`config.mk`:
```
export PLATFORM = sky130hd
export DESIGN_NAME = fmsl_top
export DESIGN_NICKNAME = d
export VERILOG_FILES = /design/src/rtl/fmsl_pkg.sv /design/src/rtl/fmsl_ms_tick.sv /design/src/rtl/fmsl_top.sv
export SDC_FILE = /design/constraint.sdc
export NUM_CORES = 1
export LEC_CHECK = 0
export ABC_AREA = 1
export BUFFER_PORTS_ARGS = -buffer_cell sky130_fd_sc_hd__buf_2
export CAP_MARGIN = 15
export CELL_PAD_IN_SITES_DETAIL_PLACEMENT = 1
export CELL_PAD_IN_SITES_GLOBAL_PLACEMENT = 1
export CORE_MARGIN = 5
export CORE_UTILIZATION = 31
export CTS_CLUSTER_SIZE = 25
export DETAILED_ROUTE_END_ITERATION = 12
export PLACE_DENSITY_LB_ADDON = 0.1
export SYNTH_ARGS = -nofsm -noshare
export SYNTH_HDL_FRONTEND = slang
export SYNTH_SLANG_ARGS = --single-unit
```
`constraint.sdc`:
```
create_clock -name pclk -period 3 [get_ports pclk]
set_clock_uncertainty 0.2 [all_clocks]
set_input_delay 0.3 -clock pclk [delete_from_list [all_inputs] [get_ports pclk]]
set_output_delay 0.3 -clock pclk [all_outputs]
set_load 0.02 [all_outputs]
```
`src/rtl/fmsl_pkg.sv`:
```
// Constants, register map and carrier types of the status LED driver
`default_nettype none
package fmsl_pkg;

  ////////////////////////////////////////////////////////////////////////////
  // APB register map
  localparam int ADDR_W = 12;
  localparam logic [ADDR_W-1:0] CTRL_OFS = 12'h000;
  localparam logic [ADDR_W-1:0] CAN_OFS = 12'h004;
  localparam logic [ADDR_W-1:0] DN_OFS = 12'h008;
  localparam logic [ADDR_W-1:0] LED_OFS = 12'h00C;

  // Control register fields
  localparam int CTRL_PERS_BIT = 0;
  localparam logic CTRL_PERS_RST = 1'h0;
  localparam logic PERS_CAN = 1'h0;
  localparam logic PERS_DN = 1'h1;

  // Indicator readback fields
  localparam int LED_GREEN_BIT = 0;
  localparam int LED_RED_BIT = 1;
  localparam int LED_IND_POS = 8;
  localparam int LED_TIME_POS = 16;

  ////////////////////////////////////////////////////////////////////////////
  // Node management states, CAN personality
  localparam logic [1:0] NMT_INIT = 2'h0;
  localparam logic [1:0] NMT_STOPPED = 2'h1;
  localparam logic [1:0] NMT_PREOP = 2'h2;
  localparam logic [1:0] NMT_OPER = 2'h3;

  // CAN personality status word, low bits of its register
  localparam int CAN_W = 7;
  typedef struct packed {
    logic no_cfg;
    logic reset_busy;
    logic bus_off;
    logic ctrl_event;
    logic warn;
    logic [1:0] nmt;
  } fmsl_can_t;
  localparam logic [CAN_W-1:0] CAN_RST = 7'h40;

  // DeviceNet personality status word, low bits of its register
  localparam int DN_W = 10;
  typedef struct packed {
    logic selftest;
    logic dup_done;
    logic dup_addr;
    logic bus_off;
    logic no_power;
    logic minor_fault;
    logic conn_timeout;
    logic online;
    logic all_conn;
    logic cfg_bad;
  } fmsl_dn_t;
  localparam logic [DN_W-1:0] DN_RST = 10'h000;

  ////////////////////////////////////////////////////////////////////////////
  // Indications shown on the bicolour LED
  typedef enum logic [3:0] {
    IND_OFF,
    IND_G_ON,
    IND_G_BLINK,
    IND_G_SFLASH,
    IND_R_SFLASH,
    IND_R_DFLASH,
    IND_R_ON,
    IND_G_FLASH,
    IND_R_FLASH,
    IND_SELFTEST
  } fmsl_ind_t;

  ////////////////////////////////////////////////////////////////////////////
  // Timing
  localparam int CLK_PERIOD_NS = 4;
  localparam int MS_NS = 1000000;
  localparam int MS_CYCLES = MS_NS / CLK_PERIOD_NS;
  localparam int T_W = 11;
  localparam int SHORT_MS = 200;
  localparam int LONG_OFF_MS = 1000;
  localparam int FLASH_MS = 500;
  localparam int SELFTEST_MS = 250;
  localparam logic [T_W-1:0] SHORT_T = T_W'(SHORT_MS);
  localparam logic [T_W-1:0] BLINK_PER = T_W'(2 * SHORT_MS);
  localparam logic [T_W-1:0] SFLASH_PER = T_W'(SHORT_MS + LONG_OFF_MS);
  localparam logic [T_W-1:0] DFLASH_ON2 = T_W'(2 * SHORT_MS);
  localparam logic [T_W-1:0] DFLASH_OFF2 = T_W'(3 * SHORT_MS);
  localparam logic [T_W-1:0] DFLASH_PER =
    T_W'(3 * SHORT_MS + LONG_OFF_MS);
  localparam logic [T_W-1:0] FLASH_T = T_W'(FLASH_MS);
  localparam logic [T_W-1:0] FLASH_PER = T_W'(2 * FLASH_MS);
  localparam logic [T_W-1:0] SELF_G_T = T_W'(SELFTEST_MS);
  localparam logic [T_W-1:0] SELF_END = T_W'(2 * SELFTEST_MS);

endpackage
`default_nettype wire

```
`src/rtl/fmsl_ms_tick.sv`:
```
// Millisecond tick divider with synchronous restart
`default_nettype none
module fmsl_ms_tick #(
  parameter int CYCLES = fmsl_pkg::MS_CYCLES
) (
  // Clock and reset
  input wire logic pclk,
  input wire logic presetn,
  // Control
  input wire logic restart,
  // Tick out
  output logic tick
);

  localparam int CW = $clog2(CYCLES + 1);
  localparam logic [CW-1:0] LAST = CW'(CYCLES - 1);

  logic [CW-1:0] cnt_q;
  logic [CW-1:0] cnt_d;
  logic wrap;

  assign wrap = (cnt_q == LAST);
  assign tick = wrap && !restart;
  assign cnt_d = (restart || wrap) ? '0 : cnt_q + CW'(1);

  always_ff @(posedge pclk or negedge presetn) begin
    if (!presetn) begin
      cnt_q <= '0;
    end else begin
      cnt_q <= cnt_d;
    end
  end

endmodule
`default_nettype wire

```
`src/rtl/fmsl_top.sv`:
```
// Fieldbus master status LED driver with APB register access
//
// Function
// - CAN mode, operational state lights green steadily.
// - CAN mode, preoperational state blinks green at 2.5 Hz.
// - CAN mode, stopped state shows green single flash.
// - CAN mode, error counter at warning level shows red single flash.
// - CAN mode, guarding or heartbeat event shows red double flash.
// - CAN mode, bus off lights red steadily.
// - CAN mode, reset in progress or no configuration keeps LED dark.
// - Blinking is 200 ms on, 200 ms off, repeating.
// - Single flash is 200 ms on, then 1000 ms off, repeating.
// - Double flash is on, off, on 200 ms each, then 1000 ms off.
// - DeviceNet mode, online with all connections lights green steadily.
// - DeviceNet mode, no connection or bad configuration flashes green 1 Hz.
// - DeviceNet self-test shows green 250 ms, red 250 ms, then off.
// - DeviceNet mode, recoverable fault flashes red at 1 Hz.
// - DeviceNet mode, duplicate address or bus off lights red steadily.
// - DeviceNet mode, dark until address check done or without power.
// - 1 Hz flashing is 500 ms on, 500 ms off, repeating.
//
// The address map and the APB slave port were decided locally.
`default_nettype none
module fmsl_top
  import fmsl_pkg::*;
#(
  parameter int MS_TICK_CYCLES = fmsl_pkg::MS_CYCLES
) (
  // Clock and reset
  input wire logic pclk,
  input wire logic presetn,
  // APB slave
  input wire logic psel,
  input wire logic penable,
  input wire logic pwrite,
  input wire logic [fmsl_pkg::ADDR_W-1:0] paddr,
  input wire logic [31:0] pwdata,
  output logic [31:0] prdata,
  output logic pready,
  output logic pslverr,
  // Bicolour LED drive
  output logic led_red,
  output logic led_green
);

  import fmsl_pkg::*;

  ////////////////////////////////////////////////////////////////////////////
  // APB decode

  logic setup_ph;
  logic write_en;
  logic hit_ctrl;
  logic hit_can;
  logic hit_dn;
  logic hit_led;
  logic hit_any;
  logic [31:0] rd_mux;

  assign setup_ph = psel && !penable;
  assign write_en = psel && penable && pwrite && hit_any;
  assign hit_ctrl = (paddr == CTRL_OFS);
  assign hit_can = (paddr == CAN_OFS);
  assign hit_dn = (paddr == DN_OFS);
  assign hit_led = (paddr == LED_OFS);
  assign hit_any = hit_ctrl || hit_can || hit_dn || hit_led;

  // Zero wait states; unmapped addresses answer with an error
  assign pready = 1'b1;
  assign pslverr = psel && penable && !hit_any;

  ////////////////////////////////////////////////////////////////////////////
  // Registers

  logic pers_q;
  logic pers_d;
  fmsl_can_t can_q;
  fmsl_can_t can_d;
  fmsl_dn_t dn_q;
  fmsl_dn_t dn_d;
  logic [31:0] prdata_q;
  logic [31:0] prdata_d;

  assign pers_d = (write_en && hit_ctrl) ? pwdata[CTRL_PERS_BIT] : pers_q;
  assign can_d = (write_en && hit_can) ? fmsl_can_t'(pwdata[CAN_W-1:0])
                                       : can_q;
  assign dn_d = (write_en && hit_dn) ? fmsl_dn_t'(pwdata[DN_W-1:0]) : dn_q;

  // Read data latched in the setup phase, stable in the access phase
  assign prdata_d = setup_ph ? rd_mux : prdata_q;
  assign prdata = prdata_q;

  always_ff @(posedge pclk or negedge presetn) begin
    if (!presetn) begin
      pers_q <= CTRL_PERS_RST;
      can_q <= fmsl_can_t'(CAN_RST);
      dn_q <= fmsl_dn_t'(DN_RST);
      prdata_q <= 32'h0000_0000;
    end else begin
      pers_q <= pers_d;
      can_q <= can_d;
      dn_q <= dn_d;
      prdata_q <= prdata_d;
    end
  end

  ////////////////////////////////////////////////////////////////////////////
  // Indication selection

  fmsl_ind_t ind_q;
  fmsl_ind_t ind_d;
  fmsl_ind_t can_ind;
  fmsl_ind_t dn_ind;
  fmsl_ind_t can_green_ind;
  logic dn_critical;
  logic dn_minor;

  // Green indication follows node management state
  assign can_green_ind =
    (can_q.nmt == NMT_OPER) ? IND_G_ON :
    (can_q.nmt == NMT_PREOP) ? IND_G_BLINK :
    (can_q.nmt == NMT_STOPPED) ? IND_G_SFLASH :
    IND_OFF;

  // Severity order, darkest condition first
  assign can_ind =
    (can_q.reset_busy || can_q.no_cfg) ? IND_OFF :
    can_q.bus_off ? IND_R_ON :
    can_q.ctrl_event ? IND_R_DFLASH :
    can_q.warn ? IND_R_SFLASH :
    can_green_ind;

  assign dn_critical = dn_q.dup_addr || dn_q.bus_off;
  assign dn_minor = dn_q.minor_fault || dn_q.conn_timeout;

  assign dn_ind =
    dn_q.selftest ? IND_SELFTEST :
    !dn_q.dup_done ? IND_OFF :
    dn_critical ? IND_R_ON :
    dn_q.no_power ? IND_OFF :
    dn_minor ? IND_R_FLASH :
    (dn_q.online && dn_q.all_conn) ? IND_G_ON :
    (dn_q.online || dn_q.cfg_bad) ? IND_G_FLASH :
    IND_OFF;

  assign ind_d = (pers_q == PERS_DN) ? dn_ind : can_ind;

  ////////////////////////////////////////////////////////////////////////////
  // Pattern timer

  logic restart;
  logic ms_tick;
  logic [T_W-1:0] t_q;
  logic [T_W-1:0] t_d;
  logic [T_W-1:0] period;
  logic t_wrap;
  logic t_hold;

  assign restart = (ind_d != ind_q);

  fmsl_ms_tick #(
    .CYCLES(MS_TICK_CYCLES)
  ) u_ms_tick (
    .pclk(pclk),
    .presetn(presetn),
    .restart(restart),
    .tick(ms_tick)
  );

  // Repeat period of each flashing indication
  always_comb begin
    case (ind_q)
      IND_G_BLINK: period = BLINK_PER;
      IND_G_SFLASH: period = SFLASH_PER;
      IND_R_SFLASH: period = SFLASH_PER;
      IND_R_DFLASH: period = DFLASH_PER;
      IND_G_FLASH: period = FLASH_PER;
      IND_R_FLASH: period = FLASH_PER;
      IND_SELFTEST: period = SELF_END;
      default: period = BLINK_PER;
    endcase
  end

  // Self-test runs once and then rests dark
  assign t_hold = (ind_q == IND_SELFTEST) && (t_q == SELF_END);
  assign t_wrap = (t_q == period - T_W'(1)) && (ind_q != IND_SELFTEST);
  assign t_d = restart ? '0 :
               !ms_tick || t_hold ? t_q :
               t_wrap ? '0 :
               t_q + T_W'(1);

  always_ff @(posedge pclk or negedge presetn) begin
    if (!presetn) begin
      ind_q <= IND_OFF;
      t_q <= '0;
    end else begin
      ind_q <= ind_d;
      t_q <= t_d;
    end
  end

  ////////////////////////////////////////////////////////////////////////////
  // LED drive

  logic short_on;
  logic dbl_on;
  logic flash_on;
  logic red_d;
  logic green_d;
  logic red_q;
  logic green_q;

  assign short_on = (t_q < SHORT_T);
  assign dbl_on = short_on || ((t_q >= DFLASH_ON2) && (t_q < DFLASH_OFF2));
  assign flash_on = (t_q < FLASH_T);

  always_comb begin
    red_d = 1'b0;
    green_d = 1'b0;
    case (ind_q)
      IND_G_ON: green_d = 1'b1;
      IND_G_BLINK: green_d = short_on;
      IND_G_SFLASH: green_d = short_on;
      IND_R_SFLASH: red_d = short_on;
      IND_R_DFLASH: red_d = dbl_on;
      IND_R_ON: red_d = 1'b1;
      IND_G_FLASH: green_d = flash_on;
      IND_R_FLASH: red_d = flash_on;
      IND_SELFTEST: begin
        green_d = (t_q < SELF_G_T);
        red_d = (t_q >= SELF_G_T) && (t_q < SELF_END);
      end
      IND_OFF: begin
        red_d = 1'b0;
        green_d = 1'b0;
      end
      default: begin
        red_d = 1'b0;
        green_d = 1'b0;
      end
    endcase
  end

  // Red wins so both elements are never lit together
  always_ff @(posedge pclk or negedge presetn) begin
    if (!presetn) begin
      red_q <= 1'b0;
      green_q <= 1'b0;
    end else begin
      red_q <= red_d;
      green_q <= green_d && !red_d;
    end
  end

  assign led_red = red_q;
  assign led_green = green_q;

  ////////////////////////////////////////////////////////////////////////////
  // Read multiplexer

  logic [31:0] ctrl_rd;
  logic [31:0] can_rd;
  logic [31:0] dn_rd;
  logic [31:0] led_rd;

  assign ctrl_rd = {31'h0000_0000, pers_q};
  assign can_rd = {{(32 - CAN_W){1'b0}}, can_q};
  assign dn_rd = {{(32 - DN_W){1'b0}}, dn_q};
  assign led_rd = {{(32 - LED_TIME_POS - T_W){1'b0}}, t_q,
                   {(LED_TIME_POS - LED_IND_POS - 4){1'b0}}, ind_q,
                   {(LED_IND_POS - 2){1'b0}}, red_q, green_q};

  assign rd_mux = hit_ctrl ? ctrl_rd :
                  hit_can ? can_rd :
                  hit_dn ? dn_rd :
                  hit_led ? led_rd :
                  32'h0000_0000;

endmodule
`default_nettype wire

```
==> metrics.cfg <==
[run_status]
outcome = finished, final reports clean

[yosys]
synth_fa_ha_area_share_pct = 1.66
synth_edf_count = 0
ys_async_sr_fraction_pct = 100
synth_cell_types = 41
synth_cells = 590
synthTopCellsByCount = 143 x nand2_1, 75 x dfrtp_1, 69 x inv_1, 64 x nor2_1, 48 x nand3_1
synth_top_area_cell = dfrtp_1
syn_avg_cell_area_um2 = 7.68
synth_top_area_share_pct = 41.4
synth_area_leaders = dfrtp_1 41%, nand2_1 12%, inv_1 5.7%
synth_top_family_by_area = simple AND/OR/NAND/NOR gates
synth.most_common_cell = nand2_1
synth_xor_area_share_pct = 3.29
ys_warn_count = 0
ys_seq_area_share_pct = 42.0
synth-simple-area-share_pct = 33.2
synthesis.area_um2 = 4530
ys_ff_latch = 76
synth-compound-area-share_pct = 9.97
muxShareOfSynthArea_pct = 0
yosys_most_used_dff = dfrtp_1

[setup_path]
crit_slowest_cell = dfrtp_1
max_stage_delay_ns = 0.43
cp.depth = 15
crit_arrival_ns = 2.66
cp-end-kind = flip-flop
endpoint = t_q[8]$_DFFE_PN0P_
worstPathRequired_ns = 3.03
crit_start = ind_q[1]$_DFF_PN0_
r2r_start = ind_q[1]$_DFF_PN0_
worstSetupPathType = flip-flop to flip-flop
crit_chain = inv_1, nand2_1, nor2_1, nor2_1, ha_2, nand2_1, nand2_1, nor2_1, nand3_1, nor2_1, nand3_1, nor2_1, nand3_2, nand3_1, nand2_1
critical_path_buf_inv_count = 1
regToRegSetupSlack_ns = 0.37
reg2reg_to = t_q[8]$_DFFE_PN0P_
path_common_cell = nor2_1
start_kind = flip-flop
cp_max_fo = 10
reg2reg_depth = 15
cp_top_family = simple AND/OR/NAND/NOR gates

[layout]
num_antenna_cells = 0
final_nets = 698
layout-drive-gt1-share_pct = 17.1
multi_input_area_um2 = 2220
utilization_pct = 36.5
seq_area_um2 = 1900
n_fill_cell = 1829
area_growth_pct = 16.1

[global_routing]
met2_usage_pct = 24.9
busiest_layer = met2
use_met1_pct = 20.6
globalRouteMet3Util_pct = 2.40
grt_max_degree = 77
grt.total_usage_pct = 15.3
grt_overflow = 0
antenna_found_initial = 0
grt_pass1_wl_um = 20600
grt_pass1_vias = 4176

[die]
die_w_um = 131
placementRows = 44
core_area_um2 = 14400
die-area_um2 = 17100
start_util_pct = 31.4
ioPinCount = 85
die_h_um = 131

[power]
comb_power_share_pct = 4.7
power.internal_uw = 1750
p_sw_share_pct = 22.8
irDropWorstVdd_v = 0.000247
power.switching_uw = 519
seqPwrFrac_pct = 45.9
p_clk_share_pct = 49.4
powerDensity_nw_per_um2 = 432
p_leak_uw = 0.00265

[placement]
routabilityCongestion = 0.830
dp_hpwl_um = 9410
portBuffers = 52

[sta]
rsz0062_at_grt = false
finalSetupViolations = 0
hold_viol = 0
timing.hold.ws_ns = 0.0106
tightest_slew_ns = 1.01
fmax_mhz = 380
post-route-period-util_pct = 87.7
slew_headroom_pct = 32.4
min_period_ns = 2.63
tns_ns = 0
slew_violations = 0

[cts]
cts_tree = yes
cts_buffers = 9
cts.sinks = 76
clk_latency_ns = 0.34
clk_path_buf_depth = 2
htreeDepth = 3
clkTransAtPathRegs_ns = 0.06
root_buffer = clkbuf_16

[route]
first_iter_violations = 153
vias = 4041
firstDrtPassIters = 6
drc = 0
final_antenna_net_count = 0
routed_wl_um = 12500
via_per_inst = 4.86
wl_per_cell_um = 15.0

[worst_hold_path]
min_from = pwdata[6]
hold_path_class = primary input to flip-flop

[job]
maxCapViolCount = 0

[power by group through the flow]
stage	registers (µW)	logic [µW]	clock network, µW
CTS	1040	110	1160
detailed placement	1060	108	0
floorplan	1060	65.9	0
finish	1040	107	1120
global placement	1060	105	0
global route	1040	122	1190
[metrics by stage]
step | std cells | total power, µW | cell area [µm²] | setup slack (ns)
finish | 832 | 2270 | 5260 | 0.370
global route | 832 | 2360 | 5260 | 0.0575
CTS | 832 | 2310 | 5260 | 0.249
detailed placement | 814 | 1170 | 4930 | 0.254
global placement | 814 | 1170 | 4930 | 0.335
floorplan | 598 | 1130 | 4560 | 0.786
[placed cells by master (no fill, tap or decap), types with 6 or more instances in the layout]
cell type / instances
nor2_1: 64
buf_4: 6
clkbuf_16: 9
nand2_1: 143
a21oi_1: 7
nor2_4: 12
xor2_1: 14
buf_2: 51
a22o_1: 6
dfrtp_1: 75
conb_1: 10
inv_1: 69
o21ai_1: 17
nor3_1: 9
nand2_2: 6
nand3_1: 48
o21ai_0: 18
o31ai_1: 12
nand4_1: 14
[worst min-delay path by stage]
stage                                         to  slack, ns  cells after the start
global route                can_q[2]$_DFFE_PN0P_       0.02                      3
floorplan                   can_q[0]$_DFFE_PN0P_      -0.20                      0
CTS                         can_q[6]$_DFFE_PN1P_      0.001                      3
detailed placement         prdata[0]$_DFFE_PN0P_       0.27                      2
finish                      can_q[6]$_DFFE_PN1P_       0.01                      3
global placement    u_ms_tick.cnt_q[0]$_DFF_PN0_       0.25                      1
[what timing repair did]
action / in CTS / in global routing
endpoints found under the hold margin: 76 / 0
resized for setup: 0 / 1
buffers inserted: 0 / 0
setup endpoints to repair: 0 / 10
hold buffers: 2 / 0
[cell type report]
type / instances / share of cell area [%]
multi-input combinational: 422 / 42.2
timing repair buffer: 59 / 6.09
inverter: 75 / 5.35
clock buffer: 12 / 4.88
tap: 184 / 4.38
sequential: 76 / 36.2
clock inverter: 4 / 0.904
[kinds of logic after synthesis]
| kind of cell | count (synthesis) |
|---|---|
| AOI/OAI and AO/OA | 72 |
| xor gates and xnor gates | 17 |
| adders and majority gates | 6 |
| buffers and inverters | 100 |
| DFF | 76 |
| other | 2 |
| and+or+nand+nor | 317 |
[routing by layer]
metal / vias to the layer above / share of wire (%) / wire length, µm
li1: 2001 / - / -
met1: 1960 / 48 / 6030
met2: 67 / 46 / 5770
met3: 13 / 4.0 / 499
met4: 0 / 1.5 / 190
met5: - / 0 / 0
[sequential cells by signal, summed over array words and instances, names as in the netlist]
| register | count |
|---|---|
| u_ms_tick.cnt_q | 18 |
| prdata | 23 |
| pers_q | 1 |
| can_q | 7 |
| led_green | 1 |
| ind_q | 4 |
| led_red | 1 |
| dn_q | 10 |
| t_q | 11 |
[worst register-to-register path, stage by stage (launching register included)]
cell and delay, ns:
dfrtp_1 0.43, inv_1 0.16, nand2_1 0.12, nor2_1 0.05, nor2_1 0.20, ha_2 0.33
nand2_1 0.07, nand2_1 0.06, nor2_1 0.08, nand3_1 0.07, nor2_1 0.11, nand3_1 0.08
nor2_1 0.13, nand3_2 0.23, nand3_1 0.15, nand2_1 0.06
No activity file was read; power rests on OpenSTA's default activity.
